<file path="src/logic/spcf_pkg.sv">
// Package for the serial port clocking and fault block
package spcf_pkg;
   // Register offsets, byte addresses
   localparam logic [3:0] CTRL1_ADDR = 4'h0;
   localparam logic [3:0] CTRL2_ADDR = 4'h4;
   localparam logic [3:0] RATE_ADDR = 4'h8;
   localparam logic [3:0] STATUS_ADDR = 4'hc;
   localparam logic [3:0] TXDATA_ADDR = 4'h0 + 4'h0;
   localparam logic [3:0] DATA_ADDR = 4'h1 << 4'h0;
   // Control register one fields
   localparam int C1_IRQ_EN = 0;
   localparam int C1_MASTER = 1;
   localparam int C1_CLOCK_POLARITY_SEL = 2;
   localparam int C1_CLOCK_PHASE_SEL = 3;
   localparam int C1_SELECT_OUT_EN = 4;
   localparam int C1_LSBF = 5;
   // Control register two fields
   localparam int C2_FAULT_DETECT_EN = 0;
   localparam int C2_BIDIR_OUT_EN = 1;
   localparam int C2_SINGLE = 2;
   // Rate register fields
   localparam int RT_RATE_LSB = 0;
   localparam int RT_PRE_LSB = 4;
   // Status register fields
   localparam int ST_FAULT = 0;
   localparam int ST_BUSY = 1;
   localparam int ST_DONE = 2;
   // Reset values
   localparam logic [7:0] CTRL1_RST = 8'h00;
   localparam logic [7:0] CTRL2_RST = 8'h00;
   localparam logic [7:0] RATE_RST = 8'h00;
   // Bits per transfer, edges per transfer
   localparam logic [4:0] EDGES_8 = 5'h10;
   // Register bus request
   typedef struct packed {
      logic [3:0] addr;
      logic [7:0] wdata;
      logic wr;
      logic rd;
   } spcf_bus_s;
endpackage

</file>
<file path="src/logic/spcf_core.sv">
// Serial port core: clock formats, rate divider, select out, mode fault
// Functional notes
// - Polarity inverts clock; phase picks data timing
// - Phase set: select low half cycle early
// - Phase set: bit one at first edge
// - Phase set: first edge shifts, second samples
// - Phase set slave accepts back-to-back frames
// - Phase clear: select drops at bit one
// - Phase clear: first bit out on select
// - Prescale divisor one through eight
// - Rate divides prescaler by two to 256
// - Rate equals bus over prescale times power
// - Divider runs only for active master transfer
// - Auto select low in transfer, high idle
// - Auto select output disables fault detection
// - Single wire uses MOSI master, MISO slave
// - Output enable gates shared pin drive
// - Clock out as master, in as slave
// - Low select input as master sets fault
// - No fault when detection off or slave
// - Fault makes slave, releases pins, aborts
// - Single wire fault clears output enable
// - Status read then control write clears fault
// - Fault clears master select bit
// - Fault with enable raises interrupt request
module spcf_core (
   // Clock and reset
   input wire logic clk_sys,
   input wire logic arst_n,
   // Register port
   input wire spcf_pkg::spcf_bus_s bus,
   output logic [7:0] rdata,
   // Serial clock pin
   input wire logic sclkIn,
   output logic sclkOut,
   output logic sclkOe_n,
   // Master-out data pin
   input wire logic mosiIn,
   output logic mosiOut,
   output logic mosiOe_n,
   // Master-in data pin
   input wire logic misoIn,
   output logic misoOut,
   output logic misoOe_n,
   // Select pin
   input wire logic selIn_n,
   output logic selOut,
   output logic selOe_n,
   // Request to the interrupt controller
   output logic irqReq
);
   typedef enum logic [1:0] {IDLE, LEAD, RUN, TAIL} spcf_state_e;
   spcf_state_e state_q;
   logic [7:0] ctrl1_q, ctrl2_q, rate_q, tx_q, rx_q, shift_q;
   logic faultFlag_q, faultSeen_q, done_q, startReq_q, sampled_q;
   logic [4:0] edgeCnt_q;
   logic [2:0] preCnt_q;
   logic [7:0] rateCnt_q;
   logic sclkInt_q, selPrev_q, sclkPrev_q;
   logic master, clock_polarity_sel, clock_phase_sel, lsbf, select_out_en, fault_detect_en, single, bidir_out_en;
   logic autoSel, faultDet, faultEv, halfTick, tick, busy;
   logic shiftEdge, sampleEdge, edgeNow, serIn, serOut, slvSel;
   logic [7:0] rateMask;

   // Decoded control bits
   assign master = ctrl1_q[spcf_pkg::C1_MASTER];
   assign clock_polarity_sel = ctrl1_q[spcf_pkg::C1_CLOCK_POLARITY_SEL];
   assign clock_phase_sel = ctrl1_q[spcf_pkg::C1_CLOCK_PHASE_SEL];
   assign lsbf = ctrl1_q[spcf_pkg::C1_LSBF];
   assign select_out_en = ctrl1_q[spcf_pkg::C1_SELECT_OUT_EN];
   assign fault_detect_en = ctrl2_q[spcf_pkg::C2_FAULT_DETECT_EN];
   assign single = ctrl2_q[spcf_pkg::C2_SINGLE];
   assign bidir_out_en = ctrl2_q[spcf_pkg::C2_BIDIR_OUT_EN];
   assign busy = (state_q != IDLE);
   assign slvSel = !master && !selIn_n;

   // Auto select hides the select input from fault detection
   assign autoSel = master && select_out_en && fault_detect_en;
   assign faultDet = master && fault_detect_en && !select_out_en;
   assign faultEv = faultDet && !selIn_n;

   // Prescale counter wraps at setting, rate counter counts ticks modulo 2^rate
   assign rateMask = 8'((9'h002 << rate_q[spcf_pkg::RT_RATE_LSB +: 3]) - 9'h001);
   assign tick = (preCnt_q == rate_q[spcf_pkg::RT_PRE_LSB +: 3]);
   // Half serial clock tick: full divisor is (pre+1)*2^(rate+1)
   assign halfTick = tick && ((rateCnt_q & (rateMask >> 1)) == (rateMask >> 1));

   // Divider runs only while a master transfer is in progress
   always_ff @(posedge clk_sys or negedge arst_n) begin
      if (!arst_n) begin
         preCnt_q <= 3'h0;
         rateCnt_q <= 8'h00;
      end else if (!(master && busy) || faultEv) begin
         preCnt_q <= 3'h0;
         rateCnt_q <= 8'h00;
      end else if (tick) begin
         preCnt_q <= 3'h0;
         rateCnt_q <= (rateCnt_q + 8'h01) & (rateMask >> 1);
      end else begin
         preCnt_q <= preCnt_q + 3'h1;
      end
   end

   // Control and rate registers; fault clears master select
   always_ff @(posedge clk_sys or negedge arst_n) begin
      if (!arst_n) begin
         ctrl1_q <= spcf_pkg::CTRL1_RST;
         ctrl2_q <= spcf_pkg::CTRL2_RST;
         rate_q <= spcf_pkg::RATE_RST;
      end else begin
         if (bus.wr && bus.addr == spcf_pkg::CTRL1_ADDR)
            ctrl1_q <= bus.wdata;
         if (bus.wr && bus.addr == spcf_pkg::CTRL2_ADDR)
            ctrl2_q <= bus.wdata;
         if (bus.wr && bus.addr == spcf_pkg::RATE_ADDR)
            rate_q <= bus.wdata;
         if (faultEv) begin
            ctrl1_q[spcf_pkg::C1_MASTER] <= 1'b0;
            if (single)
               ctrl2_q[spcf_pkg::C2_BIDIR_OUT_EN] <= 1'b0;
         end
      end
   end

   // Fault flag: status read arms, control one write clears; set wins
   always_ff @(posedge clk_sys or negedge arst_n) begin
      if (!arst_n) begin
         faultFlag_q <= 1'b0;
         faultSeen_q <= 1'b0;
      end else if (faultEv) begin
         faultFlag_q <= 1'b1;
         faultSeen_q <= 1'b0;
      end else if (bus.rd && bus.addr == spcf_pkg::STATUS_ADDR) begin
         faultSeen_q <= faultFlag_q;
      end else if (bus.wr && bus.addr == spcf_pkg::CTRL1_ADDR
                   && faultSeen_q) begin
         faultFlag_q <= 1'b0;
         faultSeen_q <= 1'b0;
      end
   end
   assign irqReq = faultFlag_q && ctrl1_q[spcf_pkg::C1_IRQ_EN];

   // Slave clock edge detect on the raw synchronous pin
   always_ff @(posedge clk_sys or negedge arst_n) begin
      if (!arst_n) begin
         sclkPrev_q <= 1'b0;
         selPrev_q <= 1'b1;
      end else begin
         sclkPrev_q <= sclkIn;
         selPrev_q <= selIn_n;
      end
   end

   // An edge of the serial clock, master or slave
   assign edgeNow = master ? (state_q == RUN && halfTick)
                           : (slvSel && sclkIn != sclkPrev_q);
   // Phase set: odd edges shift, even sample; clear the reverse
   assign shiftEdge = edgeNow && (edgeCnt_q[0] ^ clock_phase_sel);
   assign sampleEdge = edgeNow && !(edgeCnt_q[0] ^ clock_phase_sel);
   // Shared pin carries input in single wire mode
   assign serIn = master ? (single ? mosiIn : misoIn)
                         : (single ? misoIn : mosiIn);
   assign serOut = lsbf ? shift_q[0] : shift_q[7];

   // Transfer request from data write
   always_ff @(posedge clk_sys or negedge arst_n) begin
      if (!arst_n)
         startReq_q <= 1'b0;
      else if (faultEv || !master)
         startReq_q <= 1'b0;
      else if (bus.wr && bus.addr == spcf_pkg::DATA_ADDR)
         startReq_q <= 1'b1;
      else if (state_q == IDLE)
         startReq_q <= 1'b0;
   end

   // Transmit data holding register
   always_ff @(posedge clk_sys or negedge arst_n) begin
      if (!arst_n)
         tx_q <= 8'h00;
      else if (bus.wr && bus.addr == spcf_pkg::DATA_ADDR)
         tx_q <= bus.wdata;
   end

   // Frame sequencer: lead half cycle, sixteen edges, tail half cycle
   always_ff @(posedge clk_sys or negedge arst_n) begin
      if (!arst_n) begin
         state_q <= IDLE;
         edgeCnt_q <= 5'h00;
         sclkInt_q <= 1'b0;
         shift_q <= 8'h00;
         sampled_q <= 1'b0;
         done_q <= 1'b0;
         rx_q <= 8'h00;
      end else begin
         if (bus.rd && bus.addr == spcf_pkg::STATUS_ADDR)
            done_q <= 1'b0;
         if (faultEv) begin
            state_q <= IDLE;
            edgeCnt_q <= 5'h00;
            sclkInt_q <= 1'b0;
         end else if (!master) begin
            // Select high, or a pending fault, forces slave idle
            if (selIn_n || faultFlag_q) begin
               state_q <= IDLE;
               edgeCnt_q <= 5'h00;
            end else if (selPrev_q || state_q == IDLE) begin
               state_q <= RUN;
               edgeCnt_q <= 5'h00;
               shift_q <= tx_q;
            end
         end else begin
            case (state_q)
               IDLE: begin
                  sclkInt_q <= 1'b0;
                  edgeCnt_q <= 5'h00;
                  if (startReq_q) begin
                     shift_q <= tx_q;
                     state_q <= LEAD;
                  end
               end
               LEAD: if (halfTick) state_q <= RUN;
               RUN: if (halfTick) sclkInt_q <= !sclkInt_q;
               TAIL: if (halfTick) state_q <= IDLE;
               default: state_q <= IDLE;
            endcase
         end
         if (!faultEv && state_q == RUN && edgeNow) begin
            if (sampleEdge)
               sampled_q <= serIn;
            if (shiftEdge && edgeCnt_q != 5'h00)
               shift_q <= lsbf ? {sampled_q, shift_q[7:1]}
                               : {shift_q[6:0], sampled_q};
            edgeCnt_q <= edgeCnt_q + 5'h01;
            if (edgeCnt_q + 5'h01 == spcf_pkg::EDGES_8) begin
               // Last edge completes the byte and latches it
               rx_q <= lsbf ? {sampled_q, shift_q[7:1]}
                            : {shift_q[6:0], sampled_q};
               if (sampleEdge)
                  rx_q <= lsbf ? {serIn, shift_q[7:1]}
                               : {shift_q[6:0], serIn};
               done_q <= 1'b1;
               edgeCnt_q <= 5'h00;
               // Phase set slave stays selected for the next byte
               if (!master)
                  shift_q <= tx_q;
               else
                  // Both phases keep select low for a closing half cycle
                  state_q <= TAIL;
            end
         end
      end
   end

   // Read data one cycle after the strobe; unmapped reads zero
   always_ff @(posedge clk_sys or negedge arst_n) begin
      if (!arst_n)
         rdata <= 8'h00;
      else if (bus.rd) begin
         case (bus.addr)
            spcf_pkg::CTRL1_ADDR: rdata <= ctrl1_q;
            spcf_pkg::CTRL2_ADDR: rdata <= ctrl2_q;
            spcf_pkg::RATE_ADDR: rdata <= rate_q;
            spcf_pkg::STATUS_ADDR:
               rdata <= {5'h00, done_q, busy, faultFlag_q};
            spcf_pkg::DATA_ADDR: rdata <= rx_q;
            default: rdata <= 8'h00;
         endcase
      end else
         rdata <= 8'h00;
   end

   // Pins: clock out only as master, idle level from polarity
   assign sclkOut = sclkInt_q ^ clock_polarity_sel;
   assign sclkOe_n = !master;
   // Select out low from lead through tail when automatic
   assign selOut = !(autoSel && busy);
   assign selOe_n = !autoSel;
   // Phase set: undefined until first edge, so drive whatever is shifted
   assign mosiOut = serOut;
   assign mosiOe_n = !(master && (!single || bidir_out_en));
   assign misoOut = serOut;
   // Slave buffer stays off after a fault until the flag is cleared
   assign misoOe_n = !(slvSel && !faultFlag_q
                       && (!single || bidir_out_en));

   // Fault always lands the block in slave with pins released
   fault_slave_a: assert property (@(posedge clk_sys) disable iff (!arst_n)
      faultEv |=> !master && sclkOe_n && mosiOe_n && state_q == IDLE)
      else $error("Fault did not release the pins");
   fault_flag_a: assert property (@(posedge clk_sys) disable iff (!arst_n)
      faultEv |=> faultFlag_q) else $error("Fault flag not set");
   no_fault_a: assert property (@(posedge clk_sys) disable iff (!arst_n)
      !faultDet |=> !$rose(faultFlag_q))
      else $error("Fault without detect");
   auto_sel_a: assert property (@(posedge clk_sys) disable iff (!arst_n)
      autoSel && !busy |-> selOut) else $error("Select low when idle");
   idle_clock_a: assert property (@(posedge clk_sys) disable iff (!arst_n)
      master && state_q == IDLE |-> sclkOut == clock_polarity_sel)
      else $error("Idle clock level wrong");
   div_hold_a: assert property (@(posedge clk_sys) disable iff (!arst_n)
      !(master && busy) |=> preCnt_q == 3'h0)
      else $error("Divider ran while idle");
   fault_clear_a: assert property (@(posedge clk_sys) disable iff (!arst_n)
      faultFlag_q && bus.rd && bus.addr == spcf_pkg::STATUS_ADDR ##1
      bus.wr && bus.addr == spcf_pkg::CTRL1_ADDR && !faultEv |=> !faultFlag_q)
      else $error("Fault flag not cleared");
   irq_req_a: assert property (@(posedge clk_sys) disable iff (!arst_n)
      $rose(faultFlag_q) && ctrl1_q[spcf_pkg::C1_IRQ_EN] |-> irqReq)
      else $error("Fault request missing");
   // Slave data buffer is released while a fault is pending
   fault_miso_a: assert property (@(posedge clk_sys) disable iff (!arst_n)
      faultFlag_q |-> misoOe_n)
      else $error("Slave buffer driven during fault");
   // A queued master frame opens with the lead half cycle
   lead_step_a: assert property (@(posedge clk_sys) disable iff (!arst_n)
      master && state_q == IDLE && startReq_q && !faultEv |=> state_q == LEAD)
      else $error("Lead half cycle skipped");
   // The sixteenth edge hands over to the closing half cycle
   tail_entry_a: assert property (@(posedge clk_sys) disable iff (!arst_n)
      master && state_q == RUN && edgeNow && edgeCnt_q == 5'h0f && !faultEv
      |=> state_q == TAIL)
      else $error("Tail half cycle skipped");
   // The closing half cycle ends after one half period
   tail_exit_a: assert property (@(posedge clk_sys) disable iff (!arst_n)
      master && state_q == TAIL && halfTick && !faultEv |=> state_q == IDLE)
      else $error("Tail did not end");
   // Edge counter never passes the byte length
   edge_bound_a: assert property (@(posedge clk_sys) disable iff (!arst_n)
      edgeCnt_q < spcf_pkg::EDGES_8)
      else $error("Edge count overran");
   // Slave never drives the serial clock pin
   slave_clock_a: assert property (@(posedge clk_sys) disable iff (!arst_n)
      !master |-> sclkOe_n)
      else $error("Slave drove the clock");
   // No request reaches the controller without its enable
   irq_mask_a: assert property (@(posedge clk_sys) disable iff (!arst_n)
      !ctrl1_q[spcf_pkg::C1_IRQ_EN] |-> !irqReq)
      else $error("Request without enable");
endmodule

</file>
<file path="config.mk">
export PLATFORM = sky130hd
export DESIGN_NAME = spcf_core
export DESIGN_NICKNAME = d
export VERILOG_FILES = /design/src/logic/spcf_pkg.sv /design/src/logic/spcf_core.sv
export SDC_FILE = /design/constraint.sdc
export NUM_CORES = 1
export LEC_CHECK = 0
export BUFFER_PORTS_ARGS = -buffer_cell sky130_fd_sc_hd__buf_2
export CORE_MARGIN = 2
export CORE_UTILIZATION = 56
export CTS_BUF_LIST = sky130_fd_sc_hd__clkbuf_4
export DETAILED_ROUTE_END_ITERATION = 7
export PLACE_DENSITY_LB_ADDON = 0.15
export SYNTH_ARGS = -nofsm -noshare
export SYNTH_HDL_FRONTEND = slang
export SYNTH_SLANG_ARGS = --single-unit
</file>
<file path="constraint.sdc">
create_clock -name clk_sys -period 1.9 [get_ports clk_sys]
set_clock_uncertainty 0.2 [all_clocks]
set_input_delay 0 -clock clk_sys [delete_from_list [all_inputs] [get_ports clk_sys]]
set_output_delay 0 -clock clk_sys [all_outputs]
set_load 0.02 [all_outputs]
</file>
==> metrics.yaml, run 1 <==
outcome:
  status: "finished, violations left"
  failed_checks: "setup timing"
global_route:
  grt_max_degree: 37
  antenna_found_initial: 0
  track_usage_pct: 27.38
  overflow: 0
  grt_pass1_vias: 3549
  grt_pass1_wl_um: 17540
yosys:
  synth-main-ff-cell: "dfrtp_1"
  synth-xor-area-share_pct: 2.027
  synthMuxAreaShare_pct: 15.50
  netlist.area_leader.share_pct: 47.70
  synth_top_family_by_area: "compound AO/OA/AOI/OAI gates"
  avgSynthCellArea_sq_um: 10.90
  synth-compound-area-share_pct: 15.56
  synth.most_common_cell: "dfrtp_1"
  synth_cell_type_count: 63
  netlist_area_sq_um: 4197
  synth-edff-count: 0
  ys_ff_latch: 81
  ys.warnings.count: 0
  synth_cells: 385
  async_flop_share_pct: 100.0
  yosysTopAreaCell: "dfrtp_1"
  synth.net_count: 409
  synth_common_cells: "dfrtp_1 (80), nand2_1 (40), mux2_2 (31), a21oi_1 (27), mux2i_1 (26)"
  yosys.area_share.simple_pct: 14.10
  yosysSeqAreaShare_pct: 48.33
  synth_adder_area_share_pct: 1.193
  synth_area_leaders: "dfrtp_1 (48%), mux2_2 (8.3%), mux2i_1 (6.2%)"
layout:
  final_nets: 533
  diodes: 0
  drive_gt1_share_pct: 38.72
  stdcell_count: 613
  final_cell_area_sq_um: 5515
  syn2layout_area_growth_pct: 31.43
  nFillCells: 514
  fin_util_pct: 76.04
detailed_routing:
  num_vias: 3536
  wire_per_inst_um: 17.63
  drt_iter0_drc: 350
  drc_errors: 0
  firstDrtPassIters: 5
  ant_nets: 0
  viasPerCell: 5.768
  wirelength_um: 10810
timing:
  finalSetupViolCount: 30
  drv_slew: 0
  fin_crit_sh_pct: 109.6
  finalSetupTns_ns: -3.613
  rsz0062_at_grt: "yes"
  tightest_slew_ns: 0.5001
  setup_ws_ns: -0.1830
  fmax_mhz: 480.1
  fin_crit_ns: 2.083
  relSlewSlack_pct: 66.58
  finalHoldViolations: 0
die:
  num_io_pins: 37
  rows: 31
  die_x_um: 90.57
  dieArea_sq_um: 8202
  coreArea_sq_um: 7253
  dieHeight_um: 90.57
  start_util_pct: 57.86
setup_path:
  r2r_end: "rx_q[0]"
  setup.worst_path.end: "rx_q[0]"
  crit_type: "reg2reg"
  cp_max_fo: 4
  r2r_setup_slack_ns: -0.18
  critPathCaptureType: "register"
  crit_arrival_ns: 2.20
  startpoint_type: "register"
  critPathLaunch: "rate_q[1]"
  r2r_start: "rate_q[1]"
  cp.required_ns: 2.02
  reg2reg_depth: 6
hold_path:
  hp-class: "in2reg"
  min_from: "sclkIn"
place:
  place_congestion: 0.8501
  dpl.hpwl_um: 7354
  place_inst: 559
  numPortBuffers: 36
  placed_cell_area_sq_um: 4872
pwr:
  p_sw_mw: 1.927
  p_per_area_nw_per_um2: 982.6
  peakVddDrop_mv: 0.5458
  p_seq_share_pct: 43.3
  power_switching_share_pct: 35.55
  comb_power_share_pct: 37.6
  leakagePower_nw: 2.450
  power_frac_clock_pct: 19.1
  intPower_mw: 3.493
run:
  cap_violations: 0
cts:
  cts_tree: "done"
  clk_pin_slew_ns: 0.13
  cts_buffer_depth: 2
  clock-sinks: 81
  cts-root-buf: "clkbuf_4"
  htree_levels: 3
  numCtsBuffers: 9
  clk_latency_ns: 0.44
## metrics by stage
stage / hold WS (ns) / worst slack [ns] / total power [mW]
after floorplan: -0.4956 / -0.1706 / 3.377
after global placement: -0.2012 / -0.1151 / 4.037
after detailed placement: -0.1947 / -0.2334 / 4.100
after CTS: 0.02118 / -0.1380 / 5.236
after global routing: 0.03820 / -0.2891 / 5.729
final: 0.04505 / -0.1830 / 5.419
## repair_timing
action                                  in CTS  in global routing
resized for setup                           20                 24
endpoints found under the setup margin      32                 33
hold buffers                                21                  0
pin swaps                                    6                  5
gates cloned                                 0                  0
buffers inserted                             4                 13
endpoints found under the hold margin      136                  0
## placed cells by master, fill, tap and decap left out, types with 5 or more instances in the layout
master and n:
inv_1 15, a222oi_1 8, buf_2 34, dfrtp_1 77
o21ai_1 5, buf_4 59, o21ai_0 15, dlygate4sd3_1 21
mux2_2 31, nand2b_1 7, a21oi_1 22, nor2_1 19
nand3_1 9, o2bb2ai_1 11, clkbuf_4 11, buf_6 9
a21oi_2 5, mux2i_1 25, nand2_1 38
## area by class of cell
type	count	area, sq um	share of cell area [%]
multi-input combinational	274	2172	39.38
sequential	81	2032	36.84
tap	99	123.9	2.246
clock inverter	5	56.30	1.021
inverter	17	63.81	1.157
timing repair buffer	126	984.7	17.85
clock buffer	11	82.58	1.497
## worst max-delay path, cell delays in order (launching register included)
cell and delay [ns]:
dfrtp_2 0.47, nor3_4 0.23, a211oi_2 0.08, a211oi_4 0.28
nand3_4 0.14, a21boi_4 0.25, mux2_4 0.32
## routing by layer
metal / track usage [%] / vias to the layer above / routed length [um]
met1: 36.46 / 1763 / 4590
met5: 0 / - / 0
li1: - / 1646 / -
met2: 46.02 / 115 / 5456
met4: 10.26 / 0 / 165
met3: 3.422 / 12 / 592
## logic make-up (layout without fill, tap and decap cells)
kind of cell               Yosys count  in the layout
xor gates and xnor gates             8              8
and+or+nand+nor                    110            110
buffers and inverters               30            159
DFF                                 81             81
AOI/OAI and AO/OA                   92             92
muxes                               60             60
adders and majority gates            4              4
## worst min path at each step
stage | depth (start not counted) | end | slack (ns)
2_1_floorplan | 0 | ctrl1_q[0] | -0.50
3_3_place_gp | 1 | edgeCnt_q[1] | -0.20
6_report | 2 | sclkPrev_q | 0.05
5_1_grt | 2 | sclkPrev_q | 0.04
3_5_place_dp | 1 | edgeCnt_q[3] | -0.19
4_1_cts | 2 | sclkPrev_q | 0.02
## state kept, by name, indices dropped and copies added (netlist names), 7 cells and up
signal,cells
rx_q,8
rdata,8
rate_q,8
ctrl1_q,8
shift_q,8
ctrl2_q,8
tx_q,8
rateCnt_q,7
## power by group through the flow
| stage | combinational, mW | sequential (mW) | clock (mW) |
|---|---|---|---|
| floorplan | 1.10 | 2.28 | 0 |
| global placement | 1.70 | 2.34 | 0 |
| detailed placement | 1.74 | 2.35 | 0 |
| CTS | 1.86 | 2.32 | 1.06 |
| global route | 2.21 | 2.39 | 1.13 |
| finish | 2.04 | 2.35 | 1.04 |
(Power assumes the default switching activity.)
==> run 2, diff against run 1 <==
--- a/config.mk
+++ b/config.mk
@@ -7,7 +7,7 @@
 export LEC_CHECK = 0
 export BUFFER_PORTS_ARGS = -buffer_cell sky130_fd_sc_hd__buf_2
 export CORE_MARGIN = 2
-export CORE_UTILIZATION = 56
+export CORE_UTILIZATION = 30
 export CTS_BUF_LIST = sky130_fd_sc_hd__clkbuf_4
 export DETAILED_ROUTE_END_ITERATION = 7
 export PLACE_DENSITY_LB_ADDON = 0.15
==> run 2 against run 1 <==
The flow still finishes with violations (setup timing). Routed wire length increased by 8.5%. Critical path depth increased by 1. Register-to-register slack got worse by 0.03 ns. Core utilization decreased by 33 points. Final cell count increased by 14%. Via count decreased by 2.6%. Largest cell class unchanged. Fmax decreased by 1.5%. Worst setup slack got worse by 0.033 ns. Sequential power about the same. Die area increased by 82%. Sequential cell count unchanged. Combinational power increased by 11%.
==> metrics.yaml, run 2 (synthesized netlist as in run 1, its figures left out) <==
outcome:
  status: "finished, violations left"
  failed_checks: "setup timing"
timing:
  finalSetupViolCount: 29  # -3.3%
  hold_ws_ns: 0.05781  # +0.01276 ns
  tightest_slew_ns: 0.6764  # +0.1763 ns
  drv_slew: 0  # unchanged
  fin_crit_sh_pct: 111.4  # +1.7 points
  finalHoldViolations: 0  # unchanged
  fin_crit_ns: 2.116  # +0.03271 ns
  relSlewSlack_pct: 54.60  # -12 points
  rsz0062_at_grt: "yes"
  setup_ws_ns: -0.2157  # -0.03271 ns
  fmax_mhz: 472.7  # -1.5%
place:
  numPortBuffers: 36  # unchanged
  place_congestion: 0.7733  # -9.0%
  placed_cell_area_sq_um: 5037  # +3.4%
  place_inst: 646  # +16%
  dpl.hpwl_um: 8373  # +14%
pwr:
  p_per_area_nw_per_um2: 1038  # +5.6%
  leakagePower_nw: 2.590  # +5.7%
  power_mw: 6.175  # +14%
  peakVddDrop_mv: 0.4212  # -23%
global_route:
  antenna_found_initial: 1  # +1
  grt_max_degree: 37  # unchanged
  track_usage_pct: 16.81  # -11 points
  grt_pass1_vias: 3574  # +0.70%
  grt_pass1_wl_um: 18930  # +7.9%
  overflow: 0  # unchanged
detailed_routing:
  drt_iter0_drc: 238  # -32%
  viasPerCell: 4.926  # -15%
  wire_per_inst_um: 16.78  # -4.8%
  firstDrtPassIters: 4  # -1
  wirelength_um: 11730  # +8.5%
  ant_nets: 0  # unchanged
  num_vias: 3443  # -2.6%
  drc_errors: 0  # unchanged
cts:
  numCtsBuffers: 9  # unchanged
  clock-sinks: 81  # unchanged
  clk_latency_ns: 0.45  # about the same
  htree_levels: 3  # unchanged
  cts_tree: "done"
  cts_buffer_depth: 2  # unchanged
  cts-root-buf: "clkbuf_4"
  clk_pin_slew_ns: 0.14  # about the same
die:
  num_io_pins: 37  # unchanged
  start_util_pct: 30.47  # -27 points
  coreArea_sq_um: 13770  # +90%
  dieArea_sq_um: 14950  # +82%
  die_x_um: 122.3  # +35%
  dieHeight_um: 122.3  # +35%
  rows: 43  # +39%
layout:
  syn2layout_area_growth_pct: 41.77
  layout_commonest_cell: "dfrtp_1"
  drive_gt1_share_pct: 42.08  # +3.4 points
  final_nets: 537  # +0.75%
  mostFrequentLayoutCells: "dfrtp_1 (79), buf_4 (57), nand2_1 (38), buf_2 (34), mux2_2 (31)"
  stdcell_count: 699  # +14%
  final_cell_area_sq_um: 5949  # +7.9%
run:
  cap_violations: 0  # unchanged
setup_path:
  crit_type: "reg2reg"
  cp.required_ns: 2.08  # +0.06 ns
  critPathCaptureType: "register"
  startpoint_type: "register"
  crit_arrival_ns: 2.29  # +0.09 ns
  cp_max_fo: 4  # unchanged
hold_path:
  hp-class: "in2reg"
-- run 2: cell types whose count changed in the layout (fill, tap and decap cells not counted), sizes merged --
cell         previous run  this run
diode                   0         1
nand2                  40        41
buf                   105       107
clkbuf                 11         9
clkinv                  3         1
bufinv                  1         5
dlygate4sd3            21        22
-- run 2: path summary, 6_finish.rpt --
kind / startpoint / end / slack, ns / cells after the start
max: rate_q[2] / rx_q[6] / -0.22 / 7
min: selIn_n / selPrev_q / 0.06 / 2
max reg2reg: rate_q[2] / rx_q[6] / -0.22 / 7
min reg2reg: done_q / done_q / 0.31 / 1
max in group asynchronous: arst_n / ctrl1_q[5] / 0.53 / 4
min in group asynchronous: arst_n / edgeCnt_q[3] / 0.39 / 3
-- run 2: cell type report --
class | count | area [sq um]
Tap cell | 180 | 225.2
Timing Repair Buffer | 129 | 1046
Antenna cell | 1 | 2.502
Inverter | 17 | 63.81
Fill cell | 1382 | 7824
Sequential cell | 81 | 2029
Clock buffer | 9 | 67.56
Clock inverter | 7 | 166.4
Multi-Input combinational cell | 275 | 2349
-- run 2: power by group --
group	leakage (nW)	internal, mW	switching, mW
sequential	1.02	2.03	0.312
combinational	1.46	1.14	1.12
clock	0.116	0.932	0.646
-- run 2: layer usage --
| metal | wire [um] | GRT usage, % |
|---|---|---|
| met5 | 0 | 0 |
| met4 | 136 | 4.741 |
| met3 | 435 | 3.346 |
| met2 | 5658 | 26.53 |
| met1 | 5496 | 23.49 |
-- run 2: critical path, cell delays in order (launching register included) --
cell	delay, ns
dfrtp_1	0.42
nor3_2	0.25
a211oi_2	0.08
a211oi_4	0.31
nand3_4	0.14
a21boi_4	0.26
buf_6	0.16
mux2i_2	0.21
-- run 2: timing repair --
item                       in CTS  in global routing
gates resized for setup        38                 33
pin swaps                       9                 13
setup endpoints to repair      32                 39
buffers inserted                8                  6
hold buffers                   22                  0
hold endpoints to repair      134                  0
gates cloned                    1                  0
-- run 2: metrics by stage --
stage / setup WS (ns) / TNS (ns) / utilization (%)
2_1_floorplan: -0.1706 / -0.3413 / -
3_3_place_gp: -0.2001 / -4.071 / 36.57
3_5_place_dp: -0.2627 / -5.609 / 36.57
4_1_cts: -0.2351 / -4.655 / 41.65
5_1_grt: -0.3065 / -6.303 / 43.20
6_report: -0.2157 / -3.704 / 43.20
==> run 3, diff against run 2 <==
--- a/config.mk
+++ b/config.mk
@@ -6,11 +6,15 @@
 export NUM_CORES = 1
 export LEC_CHECK = 0
 export BUFFER_PORTS_ARGS = -buffer_cell sky130_fd_sc_hd__buf_2
+export CELL_PAD_IN_SITES_DETAIL_PLACEMENT = 0
+export CELL_PAD_IN_SITES_GLOBAL_PLACEMENT = 2
 export CORE_MARGIN = 2
 export CORE_UTILIZATION = 30
 export CTS_BUF_LIST = sky130_fd_sc_hd__clkbuf_4
 export DETAILED_ROUTE_END_ITERATION = 7
+export HOLD_SLACK_MARGIN = 0.1
 export PLACE_DENSITY_LB_ADDON = 0.15
+export REMOVE_ABC_BUFFERS = 1
 export SYNTH_ARGS = -nofsm -noshare
 export SYNTH_HDL_FRONTEND = slang
 export SYNTH_SLANG_ARGS = --single-unit
==> run 3 against run 2 <==
The run still ends with setup timing left. Largest cell class unchanged. Sequential power hardly changed. Worst hold slack better by 0.11 ns. Highest routed layer unchanged. Final area is 2.4% lower. Critical path type unchanged. Power is 7.8% lower. Register-to-register slack better by 0.03 ns. Routed wire length is 3.8% higher.
==> metrics.yaml, run 3 (synthesized netlist as in run 1, its figures left out) <==
outcome:
  status: "finished, violations left"
  failed_checks: "setup timing"
global_route:
  antenna_found_initial: 0  # -1
  grt_pass1_wl_um: 19880  # +5.0%
  grt_max_degree: 37  # unchanged
  overflow: 0  # unchanged
  track_usage_pct: 17.63  # +0.83 points
  grt_pass1_vias: 3607  # +0.92%
detailed_routing:
  viasPerCell: 4.807  # -2.4%
  wire_per_inst_um: 17.00  # +1.3%
  drc_errors: 0  # unchanged
  num_vias: 3442  # -0.029%
  wirelength_um: 12170  # +3.8%
  firstDrtPassIters: 7  # +3
  ant_nets: 0  # unchanged
  drt_iter0_drc: 202  # -15%
layout:
  seqCellArea_sq_um: 2032  # +0.12%
  final_nets: 555  # +3.4%
  stdcell_count: 716  # +2.4%
  syn2layout_area_growth_pct: 38.34
  diodes: 0  # -1
  layout_commonest_cell: "dfrtp_1"
  multi_input_area_sq_um: 2143  # -8.7%
  nFillCells: 1429  # +3.4%
  final_cell_area_sq_um: 5806  # -2.4%
  mostFrequentLayoutCells: "dfrtp_1 (77), buf_4 (73), nand2_1 (37), buf_2 (33), mux2_2 (31)"
  drive_gt1_share_pct: 39.18  # -2.9 points
setup_path:
  slowest_delay_ns: 0.50  # +0.08 ns
  cp.required_ns: 2.08  # about the same
  path_depth: 6  # -1
  path_cells: "a21bo_1, a211oi_4, nand3_4, a21boi_4, buf_6, mux2i_2"
  reg2reg_depth: 6  # -1
  startpoint_type: "register"
  cp_num_buf_inv: 1  # unchanged
  crit_arrival_ns: 2.26  # -0.03 ns
  crit_slowest_cell: "dfrtp_2"
  cp_top_family: "compound AO/OA/AOI/OAI gates"
  crit_type: "reg2reg"
  critPathCaptureType: "register"
  cp_max_fo: 6  # +2
place:
  place_congestion: 0.7403  # -4.3%
  numPortBuffers: 36  # unchanged
  placed_cell_area_sq_um: 5077  # +0.79%
  post-place-ws_ns: -0.2295  # +0.03324 ns
  place_inst: 655  # +1.4%
  dpl.hpwl_um: 8722  # +4.2%
cts:
  htree_levels: 3  # unchanged
  numCtsBuffers: 9  # unchanged
  cts_buffer_depth: 2  # unchanged
  clock-sinks: 81  # unchanged
  clk_pin_slew_ns: 0.14  # about the same
  cts-root-buf: "clkbuf_4"
  clk_latency_ns: 0.46  # about the same
  cts_tree: "done"
hold_path:
  hp-class: "in2reg"
  hold_depth: 3  # +1
timing:
  hold_ws_ns: 0.1663  # +0.1085 ns
  rsz0062_at_grt: "yes"
  fin_crit_sh_pct: 109.6  # -1.8 points
  setup_ws_ns: -0.1825  # +0.03327 ns
  relSlewSlack_pct: 50.54  # -4.1 points
  drv_slew: 0  # unchanged
  finalHoldViolations: 0  # unchanged
  finalSetupTns_ns: -3.819  # -0.1152 ns
  fmax_mhz: 480.2  # +1.6%
  fin_crit_ns: 2.082  # -0.03327 ns
  finalSetupViolCount: 30  # +3.4%
  tightest_slew_ns: 0.7369  # +0.06047 ns
die:
  rows: 43  # unchanged
  die_x_um: 122.3  # unchanged
  coreArea_sq_um: 13770  # unchanged
  start_util_pct: 30.47  # unchanged
  dieArea_sq_um: 14950  # unchanged
  dieHeight_um: 122.3  # unchanged
  num_io_pins: 37  # unchanged
pwr:
  leakagePower_nw: 2.560  # -1.1%
  p_per_area_nw_per_um2: 981.0  # -5.5%
  peakVddDrop_mv: 0.4381  # +4.0%
run:
  cap_violations: 0  # unchanged
==> run 3: changes by cell type in the layout (fill, tap and decap cells not counted), moves of 7 or more <==
| cell | delta |
|---|---|
| o2bb2ai_2 | -9 |
| buf_4 | +16 |
| o2bb2ai_1 | +10 |
| dlygate4sd3_1 | +7 |
==> run 3: worst paths after layout <==
check	start	to	slack, ns
setup / recovery	rate_q[1]	rx_q[1]	-0.18
hold / removal	bus[9]	ctrl2_q[7]	0.17
setup reg to reg	rate_q[1]	rx_q[1]	-0.18
hold reg to reg	done_q	done_q	0.30
max in group asynchronous	arst_n	ctrl1_q[1]	0.50
min in group asynchronous	arst_n	rateCnt_q[4]	0.38
==> run 3: report_power, final <==
group	internal (mW)	leakage (nW)	switching [mW]
sequential	2.03	1.01	0.315
combinational	1.12	1.46	1.02
clock	0.565	0.0912	0.642
total	3.72	2.56	1.98
==> run 3: metal layers <==
metal	part of all wire, %	GRT usage [%]
met4	1.1	4.741
met1	46	23.88
met3	4.4	3.810
met2	48	28.58
met5	0	0
==> run 3: through the flow <==
step	util, %	power [mW]
finish	42.15	5.695
global route	42.15	6.080
CTS	41.41	5.724
detailed placement	36.86	4.247
global placement	36.86	4.225
floorplan	-	3.295
==> run 3: area by class of cell <==
type                    count  area share [%]
inverters                  17           1.099
well taps                 180           3.879
clock inverters             5           1.358
multi-input cells         274           36.92
flip-flops and latches     81           35.00
repair buffers            148           20.32
clock buffers              11           1.422
==> run 3: what timing repair did <==
action                     CTS  global route
setup endpoints to repair   33            45
pin swaps                    6             5
hold endpoints to repair   143            10
setup buffers               11             5
gates resized for setup     27            12
hold buffers                28             2
==> run 3: worst register-to-register path, cell delays in order (launching register included) <==
cell	delay (ns)
dfrtp_2	0.50
a21bo_1	0.23
a211oi_4	0.34
nand3_4	0.12
a21boi_4	0.26
buf_6	0.16
mux2i_2	0.19
